## config.mk

```make
export PLATFORM = sky130hd
export DESIGN_NAME = cpuexc_seq
export DESIGN_NICKNAME = d
export VERILOG_FILES = /design/src/hw/cpuexc_pkg.sv /design/src/hw/cpuexc_sync2.sv /design/src/hw/cpuexc_mmu_check.sv /design/src/hw/cpuexc_seq.sv
export SDC_FILE = /design/constraint.sdc
export NUM_CORES = 1
export LEC_CHECK = 0
export BUFFER_PORTS_ARGS = -buffer_cell sky130_fd_sc_hd__buf_4
export CORE_MARGIN = 8
export CORE_UTILIZATION = 45
export DETAILED_ROUTE_END_ITERATION = 6
export GPL_ROUTABILITY_DRIVEN = 0
export PLACE_DENSITY = 0.74
export SKIP_CTS_REPAIR_TIMING = 1
export SLEW_MARGIN = 20
export SYNTH_ARGS = -nofsm -noshare
export SYNTH_HDL_FRONTEND = slang
export SYNTH_SLANG_ARGS = --single-unit
```

## constraint.sdc

```tcl
create_clock -name i_core_clk -period 6 [get_ports i_core_clk]
set_clock_uncertainty 0.1 [all_clocks]
set_input_delay 0 -clock i_core_clk [delete_from_list [all_inputs] [get_ports i_core_clk]]
set_output_delay 0 -clock i_core_clk [all_outputs]
set_load 0.02 [all_outputs]
```

## src/hw/cpuexc_pkg.sv

```systemverilog
// Constants, types and field layouts shared by the exception sequencer files.
// Assumes a 20 MHz core clock and a 32-bit Avalon-MM register port.

package cpuexc_pkg;
    // ------------------------------------------------------------
    // Register offsets (byte addresses)
    // ------------------------------------------------------------
    localparam logic [5:0] OFS_STATUS = 6'h00;
    localparam logic [5:0] OFS_SPC = 6'h04;
    localparam logic [5:0] OFS_SSW = 6'h08;
    localparam logic [5:0] OFS_VBASE = 6'h0c;
    localparam logic [5:0] OFS_EXCODE = 6'h10;
    localparam logic [5:0] OFS_INTCODE = 6'h14;
    localparam logic [5:0] OFS_INTCODE2 = 6'h18;
    localparam logic [5:0] OFS_FAULT = 6'h1c;
    localparam logic [5:0] OFS_PAGE_ENTRY_HIGH = 6'h20;
    localparam logic [5:0] OFS_MMUCTL = 6'h24;
    localparam logic [5:0] OFS_CORESTATE = 6'h28;
    // ------------------------------------------------------------
    // Status word layout and reset value
    // ------------------------------------------------------------
    localparam int SR_MD = 30;
    localparam int SR_RB = 29;
    localparam int SR_BL = 28;
    localparam int SR_IM_LSB = 4;
    localparam logic [31:0] SR_RESET = 32'h700000f0;
    localparam int PAGE_ENTRY_HIGH_VPN_LSB = 10;
    localparam int WAY_W = 2;
    // ------------------------------------------------------------
    // Event codes, vectors and addresses
    // ------------------------------------------------------------
    localparam logic [11:0] CODE_POR = 12'h000;
    localparam logic [11:0] CODE_MRST = 12'h020;
    localparam logic [11:0] CODE_MISS_RD = 12'h040;
    localparam logic [11:0] CODE_MISS_WR = 12'h060;
    localparam logic [11:0] CODE_INIT_WR = 12'h080;
    localparam logic [11:0] CODE_PROT_RD = 12'h0a0;
    localparam logic [11:0] CODE_PROT_WR = 12'h0c0;
    localparam logic [11:0] CODE_ADR_RD = 12'h0e0;
    localparam logic [11:0] CODE_ADR_WR = 12'h100;
    localparam logic [31:0] RESET_PC = 32'ha0000000;
    localparam logic [31:0] VBASE_RESET = 32'h00000000;
    localparam logic [31:0] VEC_GEN = 32'h00000100;
    localparam logic [31:0] VEC_MISS = 32'h00000400;
    localparam logic [31:0] VEC_INT = 32'h00000600;
    // ------------------------------------------------------------
    // Types
    // ------------------------------------------------------------
    typedef enum logic [1:0] {CX_RUN = 2'b00, CX_DRAIN = 2'b01, CX_RESET = 2'b10} cpuexc_state_e;
    typedef enum logic [1:0] {SZ_BYTE = 2'b00, SZ_WORD = 2'b01, SZ_LONG = 2'b10} cpuexc_size_e;
    typedef struct packed {
        logic valid;
        logic write;
        logic fetch;
        cpuexc_size_e size;
        logic [31:0] vaddr;
    } cpuexc_acc_s;
    typedef struct packed {
        logic hit;
        logic [WAY_W-1:0] way;
        logic valid_bit;
        logic dirty_bit;
        logic [1:0] prot;
        logic all_valid;
    } cpuexc_tlb_s;
    typedef struct packed {
        logic fault;
        logic tlb;
        logic miss;
        logic [11:0] code;
        logic [WAY_W-1:0] rc;
    } cpuexc_fault_s;
endpackage : cpuexc_pkg

```

## src/hw/cpuexc_sync2.sv

```systemverilog
// Two-flop synchroniser for pin levels.
// Assumes inputs are levels from outside the core clock domain.
`timescale 1ns/1ps
`default_nettype none
module cpuexc_sync2 #(
    parameter int W = 2,
    parameter logic [W-1:0] RST_VAL = '1
) (
    input wire logic i_core_clk,
    input wire logic i_rst_n,
    input wire logic [W-1:0] i_async,
    output logic [W-1:0] o_sync
);
    logic [W-1:0] meta_q;
    logic [W-1:0] meta_d;
    logic [W-1:0] sync_q;
    logic [W-1:0] sync_d;

    // Only the second stage reads the first one
    always_comb begin
        meta_d = i_async;
        sync_d = meta_q;
    end

    always_ff @(posedge i_core_clk or negedge i_rst_n) begin
        if (!i_rst_n) begin
            meta_q <= RST_VAL;
            sync_q <= RST_VAL;
        end else begin
            meta_q <= meta_d;
            sync_q <= sync_d;
        end
    end

    assign o_sync = sync_q;
endmodule : cpuexc_sync2
`default_nettype wire

```

## src/hw/cpuexc_mmu_check.sv

```systemverilog
// Combinational classifier of memory access faults.
// Assumes translation results arrive in the same cycle as the access.
`timescale 1ns/1ps
`default_nettype none
module cpuexc_mmu_check
    import cpuexc_pkg::*;
(
    input wire cpuexc_acc_s i_acc,
    input wire cpuexc_tlb_s i_tlb,
    input wire logic i_priv,
    input wire logic [WAY_W-1:0] i_rc,
    output cpuexc_fault_s o_fault
);
    logic adr_err;
    logic prot_ok;

    always_comb begin
        adr_err = (i_acc.fetch && i_acc.vaddr[0])
            || (i_acc.size == SZ_WORD && i_acc.vaddr[0])
            || (i_acc.size == SZ_LONG && i_acc.vaddr[1:0] != 2'h0)
            || (!i_priv && i_acc.vaddr[31]);
        if (i_priv) begin
            prot_ok = !i_acc.write || i_tlb.prot[0];
        end else begin
            prot_ok = i_tlb.prot[1] && (!i_acc.write || i_tlb.prot[0]);
        end
        o_fault = '0;
        o_fault.rc = i_rc;
        if (i_acc.valid) begin
            // Address errors (misalignment, user access with vaddr[31] set) win: no translation is trusted for them
            if (adr_err) begin
                o_fault.fault = 1'b1;
                o_fault.code = i_acc.write ? CODE_ADR_WR : CODE_ADR_RD;
            end else if (!i_tlb.hit) begin
                o_fault.fault = 1'b1;
                o_fault.tlb = 1'b1;
                o_fault.miss = 1'b1;
                o_fault.code = i_acc.write ? CODE_MISS_WR : CODE_MISS_RD;
                o_fault.rc = i_tlb.all_valid ? i_rc + {{(WAY_W-1){1'b0}}, 1'b1} : '0;
            end else if (!i_tlb.valid_bit) begin
                o_fault.fault = 1'b1;
                o_fault.tlb = 1'b1;
                o_fault.code = i_acc.write ? CODE_MISS_WR : CODE_MISS_RD;
                o_fault.rc = i_tlb.way;
            end else if (!prot_ok) begin
                o_fault.fault = 1'b1;
                o_fault.tlb = 1'b1;
                o_fault.code = i_acc.write ? CODE_PROT_WR : CODE_PROT_RD;
                o_fault.rc = i_tlb.way;
            end else if (i_acc.write && !i_tlb.dirty_bit) begin
                o_fault.fault = 1'b1;
                o_fault.tlb = 1'b1;
                o_fault.code = CODE_INIT_WR;
                o_fault.rc = i_tlb.way;
            end
        end
    end
endmodule : cpuexc_mmu_check
`default_nettype wire

```

## src/hw/cpuexc_seq.sv

```systemverilog
// Exception and reset sequencer: status word, saved state, event codes,
// fault capture and fetch redirection, with an Avalon-MM register port.
// Assumes the pipeline flags instruction completion and reports its pc.
`timescale 1ns/1ps
`default_nettype none
module cpuexc_seq
    import cpuexc_pkg::*;
(
    input wire logic i_core_clk,
    input wire logic i_rst_n,
    input wire logic i_power_on_reset_n,
    input wire logic i_manual_reset_n,
    input wire logic i_dbg_reset,
    input wire logic i_mem_busy,
    input wire logic i_instr_done,
    input wire logic [31:0] i_pc,
    input wire logic i_irq_req,
    input wire logic [3:0] i_irq_level,
    input wire logic [11:0] i_irq_code,
    input wire logic i_exc_req,
    input wire logic [11:0] i_exc_code,
    input wire cpuexc_acc_s i_acc,
    input wire cpuexc_tlb_s i_tlb,
    input wire logic [5:0] i_avs_address,
    input wire logic i_avs_read,
    input wire logic i_avs_write,
    input wire logic [31:0] i_avs_writedata,
    input wire logic [3:0] i_avs_byteenable,
    output logic [31:0] o_avs_readdata,
    output logic o_avs_waitrequest,
    output logic o_redirect,
    output logic [31:0] o_redirect_pc,
    output logic o_cpu_reset,
    output logic [31:0] o_status_word,
    output logic o_cpu_state_out0,
    output logic o_cpu_state_out1
);
    // ------------------------------------------------------------
    // Pin synchronisers and fault classifier
    // ------------------------------------------------------------
    logic [1:0] pins_s;
    cpuexc_fault_s fault;
    cpuexc_state_e state_q, state_d;
    logic [31:0] sr_q, sr_d, spc_q, spc_d, ssw_q, ssw_d, vbase_q, vbase_d;
    logic [11:0] excode_q, excode_d, intcode_q, intcode_d, intcode2_q, intcode2_d;
    logic [31:0] fault_q, fault_d, page_entry_high_q, page_entry_high_d;
    logic [WAY_W-1:0] rc_q, rc_d;
    logic redir_q, redir_d, cpurst_q, cpurst_d, stout_q, stout_d;
    logic [31:0] redir_pc_q, redir_pc_d, rdata_q, rdata_d;
    logic wait_q, wait_d;

    cpuexc_sync2 #(.W(2), .RST_VAL(2'h3)) u_sync (
        .i_core_clk(i_core_clk),
        .i_rst_n(i_rst_n),
        .i_async({i_power_on_reset_n, i_manual_reset_n}),
        .o_sync(pins_s)
    );

    cpuexc_mmu_check u_check (
        .i_acc(i_acc),
        .i_tlb(i_tlb),
        .i_priv(sr_q[SR_MD]),
        .i_rc(rc_q),
        .o_fault(fault)
    );

    // ------------------------------------------------------------
    // Sequencing and register port
    // ------------------------------------------------------------
    function automatic logic [31:0] merge(input logic [31:0] old, input logic [31:0] nw, input logic [3:0] be);
        logic [31:0] r;
        r = old;
        for (int i = 0; i < 4; i++) begin
            if (be[i]) begin
                r[i*8 +: 8] = nw[i*8 +: 8];
            end
        end
        return r;
    endfunction : merge

    logic por_evt, mrst_evt, wr_go, enter_rst, exc_go, irq_go;
    logic [11:0] rst_code, exc_code;
    logic [31:0] exc_vec, wv, wv2, wv3;

    always_comb begin
        state_d = state_q;
        sr_d = sr_q;
        spc_d = spc_q;
        ssw_d = ssw_q;
        vbase_d = vbase_q;
        excode_d = excode_q;
        intcode_d = intcode_q;
        intcode2_d = intcode2_q;
        fault_d = fault_q;
        page_entry_high_d = page_entry_high_q;
        rc_d = rc_q;
        redir_d = 1'b0;
        redir_pc_d = redir_pc_q;
        por_evt = !pins_s[1] || i_dbg_reset;
        mrst_evt = !pins_s[0];
        rst_code = por_evt ? CODE_POR : CODE_MRST;
        enter_rst = 1'b0;
        exc_go = 1'b0;
        irq_go = 1'b0;
        exc_code = i_exc_code;
        exc_vec = VEC_GEN;
        // Software writes land first so that hardware events override them
        wr_go = i_avs_write && !wait_q;
        // Code registers keep only the low twelve bits of the merged word
        wv = merge({20'h0, excode_q}, i_avs_writedata, i_avs_byteenable);
        wv2 = merge({20'h0, intcode_q}, i_avs_writedata, i_avs_byteenable);
        wv3 = merge({20'h0, intcode2_q}, i_avs_writedata, i_avs_byteenable);
        if (wr_go) begin
            unique case (i_avs_address)
                OFS_STATUS: sr_d = merge(sr_q, i_avs_writedata, i_avs_byteenable);
                OFS_SPC: spc_d = merge(spc_q, i_avs_writedata, i_avs_byteenable);
                OFS_SSW: ssw_d = merge(ssw_q, i_avs_writedata, i_avs_byteenable);
                OFS_VBASE: vbase_d = merge(vbase_q, i_avs_writedata, i_avs_byteenable);
                OFS_EXCODE: excode_d = wv[11:0];
                OFS_INTCODE: intcode_d = wv2[11:0];
                OFS_INTCODE2: intcode2_d = wv3[11:0];
                OFS_FAULT: fault_d = merge(fault_q, i_avs_writedata, i_avs_byteenable);
                OFS_PAGE_ENTRY_HIGH: page_entry_high_d = merge(page_entry_high_q, i_avs_writedata, i_avs_byteenable);
                OFS_MMUCTL: begin
                    if (i_avs_byteenable[0]) begin
                        rc_d = i_avs_writedata[WAY_W-1:0];
                    end
                end
                default: ;
            endcase
        end
        unique case (state_q)
            CX_RUN: begin
                if (por_evt) begin
                    enter_rst = 1'b1;
                end else if (mrst_evt) begin
                    if (i_mem_busy) begin
                        state_d = CX_DRAIN;
                    end else begin
                        enter_rst = 1'b1;
                    end
                end else if (fault.fault) begin
                    exc_go = 1'b1;
                    exc_code = fault.code;
                    exc_vec = fault.miss ? VEC_MISS : VEC_GEN;
                    if (!sr_q[SR_BL]) begin
                        fault_d = i_acc.vaddr;
                        if (fault.tlb) begin
                            page_entry_high_d = {i_acc.vaddr[31:PAGE_ENTRY_HIGH_VPN_LSB], page_entry_high_q[PAGE_ENTRY_HIGH_VPN_LSB-1:0]};
                            rc_d = fault.rc;
                        end
                    end
                end else if (i_exc_req) begin
                    exc_go = 1'b1;
                end else if (i_instr_done && i_irq_req && !sr_q[SR_BL]
                        && i_irq_level > sr_q[SR_IM_LSB +: 4]) begin
                    irq_go = 1'b1;
                end
            end
            CX_DRAIN: begin
                // A power-on reset cuts the pending access short
                if (por_evt || !i_mem_busy) begin
                    enter_rst = 1'b1;
                end
            end
            CX_RESET: begin
                sr_d = SR_RESET;
                vbase_d = VBASE_RESET;
                if (por_evt) begin
                    excode_d = CODE_POR;
                end else if (!mrst_evt) begin
                    state_d = CX_RUN;
                    redir_d = 1'b1;
                    redir_pc_d = RESET_PC;
                end
            end
            default: state_d = CX_RESET;
        endcase
        if (enter_rst) begin
            state_d = CX_RESET;
            sr_d = SR_RESET;
            vbase_d = VBASE_RESET;
            excode_d = rst_code;
        end
        if (exc_go) begin
            if (sr_q[SR_BL]) begin
                // Blocked: only the status word and vector base are reinitialised, other registers keep values
                sr_d = SR_RESET;
                vbase_d = VBASE_RESET;
                redir_d = 1'b1;
                redir_pc_d = RESET_PC;
            end else begin
                spc_d = i_pc;
                ssw_d = sr_q;
                sr_d[SR_BL] = 1'b1;
                sr_d[SR_MD] = 1'b1;
                sr_d[SR_RB] = 1'b1;
                excode_d = exc_code;
                redir_d = 1'b1;
                redir_pc_d = vbase_q + exc_vec;
            end
        end
        if (irq_go) begin
            spc_d = i_pc;
            ssw_d = sr_q;
            sr_d[SR_BL] = 1'b1;
            sr_d[SR_MD] = 1'b1;
            sr_d[SR_RB] = 1'b1;
            intcode_d = i_irq_code;
            intcode2_d = i_irq_code;
            redir_d = 1'b1;
            redir_pc_d = vbase_q + VEC_INT;
        end
        cpurst_d = (state_d == CX_RESET);
        stout_d = (state_d != CX_RUN);
        // Bus answer: one wait cycle, then the request is taken
        wait_d = !((i_avs_read || i_avs_write) && wait_q);
        rdata_d = rdata_q;
        if (i_avs_read && wait_q) begin
            unique case (i_avs_address)
                OFS_STATUS: rdata_d = sr_q;
                OFS_SPC: rdata_d = spc_q;
                OFS_SSW: rdata_d = ssw_q;
                OFS_VBASE: rdata_d = vbase_q;
                OFS_EXCODE: rdata_d = {20'h0, excode_q};
                OFS_INTCODE: rdata_d = {20'h0, intcode_q};
                OFS_INTCODE2: rdata_d = {20'h0, intcode2_q};
                OFS_FAULT: rdata_d = fault_q;
                OFS_PAGE_ENTRY_HIGH: rdata_d = page_entry_high_q;
                OFS_MMUCTL: rdata_d = {{(32-WAY_W){1'b0}}, rc_q};
                OFS_CORESTATE: rdata_d = {27'h0, i_mem_busy, pins_s, state_q};
                default: rdata_d = 32'h0;
            endcase
        end
    end

    always_ff @(posedge i_core_clk or negedge i_rst_n) begin
        if (!i_rst_n) begin
            state_q <= CX_RESET;
            sr_q <= SR_RESET;
            spc_q <= 32'h0;
            ssw_q <= 32'h0;
            vbase_q <= VBASE_RESET;
            excode_q <= CODE_POR;
            intcode_q <= 12'h0;
            intcode2_q <= 12'h0;
            fault_q <= 32'h0;
            page_entry_high_q <= 32'h0;
            rc_q <= '0;
            redir_q <= 1'b0;
            redir_pc_q <= RESET_PC;
            cpurst_q <= 1'b1;
            stout_q <= 1'b1;
            rdata_q <= 32'h0;
            wait_q <= 1'b1;
        end else begin
            state_q <= state_d;
            sr_q <= sr_d;
            spc_q <= spc_d;
            ssw_q <= ssw_d;
            vbase_q <= vbase_d;
            excode_q <= excode_d;
            intcode_q <= intcode_d;
            intcode2_q <= intcode2_d;
            fault_q <= fault_d;
            page_entry_high_q <= page_entry_high_d;
            rc_q <= rc_d;
            redir_q <= redir_d;
            redir_pc_q <= redir_pc_d;
            cpurst_q <= cpurst_d;
            stout_q <= stout_d;
            rdata_q <= rdata_d;
            wait_q <= wait_d;
        end
    end

    assign o_avs_readdata = rdata_q;
    assign o_avs_waitrequest = wait_q;
    assign o_redirect = redir_q;
    assign o_redirect_pc = redir_pc_q;
    assign o_cpu_reset = cpurst_q;
    assign o_status_word = sr_q;
    assign o_cpu_state_out0 = stout_q;
    assign o_cpu_state_out1 = stout_q;
endmodule : cpuexc_seq
`default_nettype wire

```

==> impl_metrics.yaml, run 1 <==
critical_path:
  cp_max_fo: 23
  start_kind: "register"
  path_depth: 6
  crit_family: "simple AND/OR/NAND/NOR gates"
  ff2ff_path_depth: 6
  required_ns: 6.29
  cp_slowest_cell: "nand2_1"
  timing.critical_path.buf_inv: 1
  critPathArrivalTime_ns: 4.11
  crit_type: "reg -> reg"
  endpoint_kind: "register"
  critPathMostFrequentCell: "nand2_1"
  path_cells: "nand4bb_1 > nor2_1 > nand2_1 > nand2_1 > o2bb2ai_1 > dlygate4sd3_1"
  slowest_delay_ns: 0.75
final_layout:
  final_nets: 2172
  post-route-util_pct: 60.76
  final_cells: 2492
  syn2layout_area_growth_pct: 34.32
  drive_gt1_share_pct: 19.43
logic_synthesis:
  synth_top_family_by_area: "compound AO/OA/AOI/OAI gates"
  synth_edf_count: 0
  ys_ff_latch: 304
  synth.most_common_cell: "dfrtp_1"
  yosys-top-cells-area: "dfrtp_1 46%, mux2i_1 9.2%, nand2_1 5.7%, a21oi_1 5.4%, a22oi_1 4.7%"
  yosys_warnings: 0
  synth_top_cell_by_area: "dfrtp_1"
  synth-simple-area-share_pct: 15.11
  ys.flop_type: "dfrtp_1"
  synthCells: 1620
  seq_area_frac_synth_pct: 49.18
  yosys.cell_types.count: 70
  synth_compound_area_share_pct: 18.77
  syn_area_um2: 15510
  avgSynthCellArea_um2: 9.575
  yosys.area_share.adder_pct: 0.6453
  async_flop_share_pct: 100.0
  synth-xor-area-share_pct: 1.807
  synth_mux_area_share_pct: 10.83
  yosys.area.top_type_share_pct: 46.30
  syn_nets: 1786
  ys_top_cells_by_count: "287 x dfrtp_1, 236 x nand2_1, 166 x a21oi_1, 149 x nor2_1, 142 x mux2i_1"
clocking:
  path_clk_slew_ns: 0.06
  cts_tree: "built"
  cts_root_buf: "clkbuf_16"
  clockBufferDepth: 3
  cts_buffers: 35
  cts_num_sinks: 304
  clock_latency_ns: 0.53
  cts-htree-levels: 2
power:
  ir_worst_vdd_v: 0.0001804
  seq_power_share_pct: 44.8
  p_total_mw: 4.917
  sw_frac_of_total_pct: 25.38
  p_switching_mw: 1.248
  internal_power_mw: 3.669
  clock_power_share_pct: 43.8
  p_leak_nw: 10.11
  p_per_area_nw_per_um2: 236.0
  pwr-share-comb_pct: 11.4
route:
  vias: 15180
  wl_um: 58230
  viasPerCell: 6.092
  ant_nets: 0
  drc_errors: 2
  post_drt_wl_per_cell_um: 23.37
  dr.pass1.iters: 7
  dr.first_iter.drc_count: 1593
floorplan:
  io_pins: 259
  rows: 68
  die_area_um2: 40670
  die_x_um: 201.7
  start_util_pct: 45.24
  core_um2: 34290
  die_h_um: 201.7
timing:
  layout_min_cycle_time_ns: 3.818
  worst_pin_slew_ns: 1.128
  max_freq_mhz: 261.9
  drv_slew: 0
  setup_tns_ns: 0
  slew_headroom_pct: 24.78
  setup_viol: 0
  hold_viol_final: 0
  min_period_over_period_pct: 63.64
  rsz0062_at_grt: "no"
  layout_setup_ws_ns: 2.182
placement:
  dp_hpwl_um: 37680
  io_buffer_count: 258
  dp_cells: 2225
  dp_slack_ns: 2.589
outcome:
  outcome: "complete, but fails checks"
  violations: "design-rule violations"
global_routing:
  grt_pass1_vias: 14260
  antenna_found_initial: 5
  track_usage_pct: 25.93
  grt_max_degree: 182
  grt.overflow.total: 0
  grt_pass1_wl_um: 83970
min_path:
  hold-path-cell-count: 5
  hp-class: "in -> reg"
job:
  drv_cap: 0
## flip-flops by register name, indices dropped and copies added (netlist names), 2 cells and up
name / count
o_redirect_pc: 32
o_avs_readdata: 32
ssw_q: 32
state_q: 2
spc_q: 32
u_sync.meta_q: 2
o_status_word: 32
intcode2_q: 12
u_sync.o_sync: 2
fault_q: 32
rc_q: 2
vbase_q: 32
excode_q: 12
intcode_q: 12
page_entry_high_q: 32
## logic make-up (layout without fill, tap and decap cells)
group / count (synthesis) / count (layout)
multiplexers: 162 / 162
other: 0 / 4
AND/OR/NAND/NOR: 529 / 529
AO/OA/AOI/OAI: 449 / 449
buffers and inverters: 136 / 549
XOR/XNOR: 32 / 32
flip-flops: 304 / 304
adder cells (fa/ha/maj): 8 / 8
## metal layers
metal / part of all wire [%] / track usage, % / wire, um
met4: 4.7 / 11.79 / 2754
met3: 9.7 / 5.548 / 5633
met5: 0 / 0 / 0
met1: 39 / 34.03 / 22850
met2: 46 / 40.70 / 26990
## layout make-up
cell class | count | area, um2
clock buffer | 44 | 950.9
tap | 455 | 569.3
clock inverter | 20 | 197.7
timing repair buffer | 474 | 4076
fill | 2800 | 13450
sequential | 304 | 7629
inverter | 11 | 43.79
antenna | 4 | 10.01
multi-input combinational | 1180 | 7358
## power by group through the flow
stage,Clock [mW],Sequential [mW],Combinational [mW]
after floorplan,0,2.25,0.152
after global placement,0,2.23,0.444
after detailed placement,0,2.23,0.452
after CTS,2.17,2.20,0.454
after global routing,2.26,2.21,0.601
final,2.16,2.20,0.561
## per-stage QoR
step,cell area (um2),hold slack [ns]
2_1_floorplan,15510,-0.3956
3_3_place_gp,17680,0.009963
3_5_place_dp,17680,0.01010
4_1_cts,18830,-0.5265
5_1_grt,20840,0.01086
6_report,20840,0.003153
## layout by cell type (no fill, tap or decap), types with 7 or more instances in the layout
cell,count
dfrtp_1,287
buf_4,273
nand2_1,235
dlygate4sd3_1,199
a21oi_1,166
nor2_1,148
mux2i_1,142
a22oi_1,97
o21ai_0,55
nand3_1,50
clkbuf_16,36
a31oi_1,23
a41oi_1,23
xor2_1,17
dfstp_2,17
xnor2_1,15
nor3_1,14
clkinv_2,13
o22ai_1,12
a22o_1,12
mux2_2,11
inv_1,10
nand4_1,10
a221oi_1,10
and2_1,9
nor2b_1,8
o2bb2ai_1,8
mux2_4,8
ha_1,8
a222oi_1,7
## final timing paths
kind                                                 start                            end  slack (ns)
worst min-delay path                             i_acc[35]          excode_q[8]$_DFF_PN0_       0.003
worst max-delay path            u_sync.o_sync[0]$_DFF_PN1_          excode_q[3]$_DFF_PN0_        2.18
max in group asynchronous                          i_rst_n  o_redirect_pc[28]$_DFFE_PN0P_        4.24
min in group asynchronous                          i_rst_n    o_status_word[11]$_DFF_PN0_        0.06
worst max register to register  u_sync.o_sync[0]$_DFF_PN1_          excode_q[3]$_DFF_PN0_        2.18
worst min register to register  u_sync.meta_q[1]$_DFF_PN1_     u_sync.o_sync[1]$_DFF_PN1_        0.29
## worst reg2reg max path, cell delays in order, from the launching register on
cell           delay, ns
dfstp_2             0.54
nand4bb_1           0.31
nor2_1              0.61
nand2_1             0.75
nand2_1             0.63
o2bb2ai_1           0.15
dlygate4sd3_1       0.59
(Power assumes the default switching activity.)
==> inputs of run 2 (changes only) <==
==> constraint.sdc (replaced) <==
create_clock -name i_core_clk -period 3.8 [get_ports i_core_clk]
set_clock_uncertainty 0.1 [all_clocks]
set_input_delay 0 -clock i_core_clk [delete_from_list [all_inputs] [get_ports i_core_clk]]
set_output_delay 0 -clock i_core_clk [all_outputs]
set_load 0.02 [all_outputs]
==> run 2 against run 1 <==
- the run ends with design-rule violations, negative hold slack left
- first-iteration DRC count increased by 5.4%
- non-clock buffer count increased by 19
- critical path depth increased by 4
- clock power increased by 53%
- largest cell class unchanged
- highest routed layer unchanged
==> impl_metrics.yaml, run 2 (same netlist as run 1, synthesis figures left out) <==
clocking:
  cts_num_sinks: 304
  path_clk_slew_ns: 0.06
  clock_latency_ns: 0.51
  cts_tree: "built"
  cts_root_buf: "clkbuf_16"
  clockBufferDepth: 3
  cts_buffers: 34
  cts-htree-levels: 2
route:
  viasPerCell: 6.001
  dr.first_iter.drc_count: 1679
  vias: 15020
  post_drt_wl_per_cell_um: 22.85
  wl_um: 57170
  drc_errors: 2
  ant_nets: 0
  dr.pass1.iters: 7
final_layout:
  post-route-util_pct: 61.09
  drive_gt1_share_pct: 19.56
  final_cells: 2502
  mostFrequentLayoutCell: "buf_4"
  layout_common_cells: "288 x buf_4, 287 x dfrtp_1, 235 x nand2_1"
  final_nets: 2190
  fillers: 2765
  final_area_um2: 20950
  syn2layout_area_growth_pct: 35.03
global_routing:
  grtUsageMet3_pct: 4.809
  grt_max_degree: 106
  track_usage_pct: 25.61
  grt_use_met2_pct: 40.31
  grt_util_met1_pct: 34.48
  grt_pass1_vias: 14010
  grt.overflow.total: 0
  antenna_found_initial: 2
  grt_pass1_wl_um: 82940
  top_usage_layer: "met2"
timing:
  slew_headroom_pct: 40.51
  worst_pin_slew_ns: 0.8914
  setup_viol: 0
  hold_viol_final: 3
  drv_slew: 0
  holdWs_ns: -0.01320
  setup_tns_ns: 0
  layout_setup_ws_ns: 0.1766
  layout_min_cycle_time_ns: 3.623
  min_period_over_period_pct: 95.35
  max_freq_mhz: 276.0
critical_path:
  ff2ff_path_depth: 10
  worstReg2RegEnd: "intcode2_q[10]$_DFFE_PN0P_"
  cp_max_fo: 37
  endpoint_kind: "register"
  r2r_setup_slack_ns: 0.18
  slowest_delay_ns: 0.57
  required_ns: 4.08
  path_cells: "inv_1 > ha_1 > and4_1 > nor4_1 > a21boi_4 > nand2_2 > buf_4 > nor2_1 > a21oi_1 > dlygate4sd3_1"
  crit_type: "reg -> reg"
  start_kind: "register"
  worstReg2RegStart: "o_status_word[7]$_DFF_PN1_"
  crit_start: "o_status_word[7]$_DFF_PN1_"
  crit_end: "intcode2_q[10]$_DFFE_PN0P_"
  path_depth: 10
  cp_slowest_cell: "dfstp_2"
  crit_family: "buffers and inverters"
  timing.critical_path.buf_inv: 3
  critPathArrivalTime_ns: 3.91
floorplan:
  die_x_um: 201.7
  die_area_um2: 40670
  io_pins: 259
  rows: 68
  start_util_pct: 45.24
  core_um2: 34290
  die_h_um: 201.7
outcome:
  outcome: "complete, but fails checks"
  violations: "design-rule violations, negative hold slack"
placement:
  place_area_um2: 17830
  dp_slack_ns: 0.6666
  io_buffer_count: 258
  dp_hpwl_um: 38410
  dp_cells: 2242
min_path:
  hp-class: "in -> reg"
  hold-path-cell-count: 4
power:
  p_per_area_nw_per_um2: 365.4
  ir_worst_vdd_v: 0.0002878
  p_total_mw: 7.653
  p_leak_nw: 10.16
job:
  drv_cap: 0
==> run 2: cell count changes in the layout (fill, tap and decap cells not counted), sizes merged <==
cell and change:
clkbuf +7, clkinv -14, buf +17, dlygate4sd3 +2, diode -2
==> run 2: how the worst min path moves through the flow <==
| stage | startpoint | end |
|---|---|---|
| 2_1_floorplan | i_rst_n | excode_q[0]$_DFF_PN0_ |
| 3_3_place_gp | i_manual_reset_n | u_sync.meta_q[0]$_DFF_PN1_ |
| 3_5_place_dp | i_manual_reset_n | u_sync.meta_q[0]$_DFF_PN1_ |
| 4_1_cts | i_manual_reset_n | u_sync.meta_q[0]$_DFF_PN1_ |
| 5_1_grt | i_avs_byteenable[2] | vbase_q[21]$_DFF_PN0_ |
| 6_report | i_avs_byteenable[2] | vbase_q[21]$_DFF_PN0_ |
==> run 2: worst register-to-register path, delay by kind of cell (launching register included) <==
family	cells	cell delay (ns)
DFF	1	0.57
adders and majority gates	1	0.30
AOI/OAI and AO/OA	2	0.52
buffers and inverters	3	1.01
and+or+nand+nor	4	1.01
==> run 2: per-layer routing <==
layer | vias to the layer above | part of all wire [%] | wire, um
met5 | - | 0 | 0
met4 | 0 | 4.4 | 2501
met3 | 177 | 9.2 | 5272
met2 | 901 | 47 | 26600
met1 | 7266 | 40 | 22800
li1 | 6671 | - | -
==> run 2: power breakdown <==
group | switching [mW] | internal, mW
clock | 1.30 | 1.99
combinational | 0.458 | 0.426
sequential | 0.0980 | 3.38
total | 1.86 | 5.79
==> run 2: layout make-up <==
cell class | instances | area (um2) | share of cell area (%)
diodes | 2 | 5.005 | 0.02389
clock buffers | 51 | 985.9 | 4.707
clock inverters | 6 | 108.9 | 0.5197
inverters | 11 | 43.79 | 0.2091
multi-input cells | 1180 | 7355 | 35.11
flip-flops and latches | 304 | 7629 | 36.42
well taps | 455 | 569.3 | 2.718
repair buffers | 493 | 4249 | 20.29
==> inputs of run 3 (changes only) <==
==> constraint.sdc (replaced) <==
create_clock -name i_core_clk -period 4.3 [get_ports i_core_clk]
set_clock_uncertainty 0.1 [all_clocks]
set_input_delay 0 -clock i_core_clk [delete_from_list [all_inputs] [get_ports i_core_clk]]
set_output_delay 0 -clock i_core_clk [all_outputs]
set_load 0.02 [all_outputs]
==> run 3 against run 2 <==
- the flow finishes with violations (negative hold slack)
- flip-flop and latch count unchanged
- total power fell by 9.4%
- clock power fell by 6.7%
- non-clock buffer count fell by 8
- count of clock-buffer cells in the layout down 8
- final area is essentially flat
- via count up 0.43%
- worst setup slack better by 0.49 ns
- global-route usage decreased by 0.15 points
- critical path depth is the same
- sequential share of layout area about the same
- critical endpoint is now intcode_q[9]$_DFFE_PN0P_
==> impl_metrics.yaml, run 3 (same netlist as run 1, synthesis figures left out) <==
final_layout:
  final_area_um2: 20940
  syn2layout_area_growth_pct: 35.02
  final_cells: 2497
  layout_common_cells: "287 x dfrtp_1, 282 x buf_4, 235 x nand2_1"
  final_nets: 2182
  drive_gt1_share_pct: 19.84
  mostFrequentLayoutCell: "dfrtp_1"
  fillers: 2761
floorplan:
  core_um2: 34290
  io_pins: 259
  die_x_um: 201.7
  rows: 68
  die_h_um: 201.7
  start_util_pct: 45.24
  die_area_um2: 40670
global_routing:
  grt_pass1_vias: 14250
  grt.overflow.total: 0
  grt_pass1_wl_um: 82680
  antenna_found_initial: 2
  grt_max_degree: 110
  track_usage_pct: 25.46
critical_path:
  required_ns: 4.58
  cp_max_fo: 37
  cp_slowest_cell: "dfstp_2"
  r2r_setup_slack_ns: 0.67
  start_kind: "register"
  ff2ff_path_depth: 10
  path_cells: "inv_1 > ha_1 > and4_1 > nor4_1 > a21boi_4 > nand2_2 > buf_4 > nor2_1 > a21oi_1 > dlygate4sd3_1"
  worstReg2RegEnd: "intcode_q[9]$_DFFE_PN0P_"
  crit_type: "reg -> reg"
  endpoint_kind: "register"
  critPathArrivalTime_ns: 3.91
  slowest_delay_ns: 0.61
  worstReg2RegStart: "o_status_word[6]$_DFF_PN1_"
power:
  p_leak_nw: 10.16
  ir_worst_vdd_v: 0.0002629
  clock_power_share_pct: 44.4
  pwr-share-comb_pct: 11.3
  sw_frac_of_total_pct: 24.47
  internal_power_mw: 5.237
  p_switching_mw: 1.697
  seq_power_share_pct: 44.3
  p_per_area_nw_per_um2: 331.1
clocking:
  cts-htree-levels: 2
  cts_num_sinks: 304
  cts_buffers: 34
  clock_latency_ns: 0.51
  cts_root_buf: "clkbuf_16"
  path_clk_slew_ns: 0.06
  cts_tree: "built"
  clockBufferDepth: 3
timing:
  slew_headroom_pct: 25.37
  worst_pin_slew_ns: 1.119
  min_period_over_period_pct: 84.45
  rsz0062_at_grt: "no"
  drv_slew: 0
  hold_viol_final: 3
  setup_tns_ns: 0
  max_freq_mhz: 275.4
  setup_viol: 0
  holdWs_ns: -0.007218
  layout_min_cycle_time_ns: 3.631
min_path:
  whs_endpoint: "vbase_q[21]$_DFF_PN0_"
  hold-path-cell-count: 4
  hp-start: "i_avs_byteenable[2]"
  hp-class: "in -> reg"
route:
  vias: 15080
  drc_errors: 0
  dr.pass1.iters: 6
  wl_um: 57500
  post_drt_wl_per_cell_um: 23.03
  dr.first_iter.drc_count: 1614
  viasPerCell: 6.039
  ant_nets: 0
outcome:
  outcome: "complete, but fails checks"
  violations: "negative hold slack"
placement:
  dp_cells: 2234
  place_area_um2: 17750
  dp_hpwl_um: 38030
  io_buffer_count: 258
job:
  drv_cap: 0
==> run 3: changes by cell type in the layout (fill, tap and decap cells not counted), moves of 2 or more <==
cell        previous run  this run
clkinvlp_4             0         2
buf_4                288       282
buf_12                 3         1
clkinv_2               2        10
bufinv_16              3         5
clkbuf_1              11         3
==> run 3: metal layers <==
metal	up-vias	wire length, um	track usage (%)
li1	6652	-	-
met2	895	26940	40.42
met5	-	0	0
met3	182	5499	5.179
met4	0	2506	11.06
met1	7351	22550	33.40
==> run 3: area by class of cell <==
| class | count | area [um2] | area share, % |
|---|---|---|---|
| Sequential cell | 304 | 7629 | 36.42 |
| Multi-Input combinational cell | 1180 | 7356 | 35.12 |
| Timing Repair Buffer | 485 | 4164 | 19.88 |
| Clock buffer | 43 | 955.9 | 4.564 |
| Tap cell | 455 | 569.3 | 2.718 |
| Clock inverter | 18 | 224.0 | 1.069 |
| Inverter | 11 | 43.79 | 0.2091 |
| Antenna cell | 1 | 2.502 | 0.01195 |
==> run 3: power groups by stage <==
stage | logic, mW | clock network, mW | registers, mW
floorplan | 0.213 | 0 | 3.14
global placement | 0.619 | 0 | 3.11
detailed placement | 0.631 | 0 | 3.11
CTS | 0.634 | 3.10 | 3.07
global route | 0.839 | 3.21 | 3.08
finish | 0.785 | 3.08 | 3.07
==> run 3: worst max-delay path, delay by kind of cell (launching register included) <==
| kind | cells | cell delay (ns) |
|---|---|---|
| buffers and inverters | 3 | 1.03 |
| AND/OR/NAND/NOR | 4 | 0.92 |
| flip-flops | 1 | 0.61 |
| AO/OA/AOI/OAI | 2 | 0.51 |
| adder cells (fa/ha/maj) | 1 | 0.30 |
==> run 3: metrics by stage <==
| step | total power, mW | worst slack (ns) | hold slack [ns] | utilization, % |
|---|---|---|---|---|
| finish | 6.934 | 0.6687 | -0.007218 | 61.08 |
| global route | 7.134 | 0.5347 | 0.01853 | 61.08 |
| CTS | 6.804 | 1.012 | -0.5296 | 55.20 |
| detailed placement | 3.745 | 1.028 | -0.001941 | 51.76 |
| global placement | 3.730 | 1.122 | -0.009233 | 51.76 |
| floorplan | 3.357 | 1.439 | -0.3956 | - |
==> run 3: worst max path at each step <==
stage	startpoint	endpoint	slack, ns	cells after the start
after floorplan	o_status_word[30]$_DFFE_PN1P_	o_redirect_pc[30]$_DFFE_PN0P_	1.44	12
final	o_status_word[6]$_DFF_PN1_	intcode_q[9]$_DFFE_PN0P_	0.67	10
after CTS	o_status_word[30]$_DFFE_PN1P_	o_redirect_pc[24]$_DFFE_PN0P_	1.01	12
after global routing	o_status_word[6]$_DFF_PN1_	intcode_q[3]$_DFFE_PN0P_	0.53	10
after global placement	o_status_word[30]$_DFFE_PN1P_	o_redirect_pc[30]$_DFFE_PN0P_	1.12	12
after detailed placement	o_status_word[30]$_DFFE_PN1P_	o_redirect_pc[24]$_DFFE_PN0P_	1.03	12
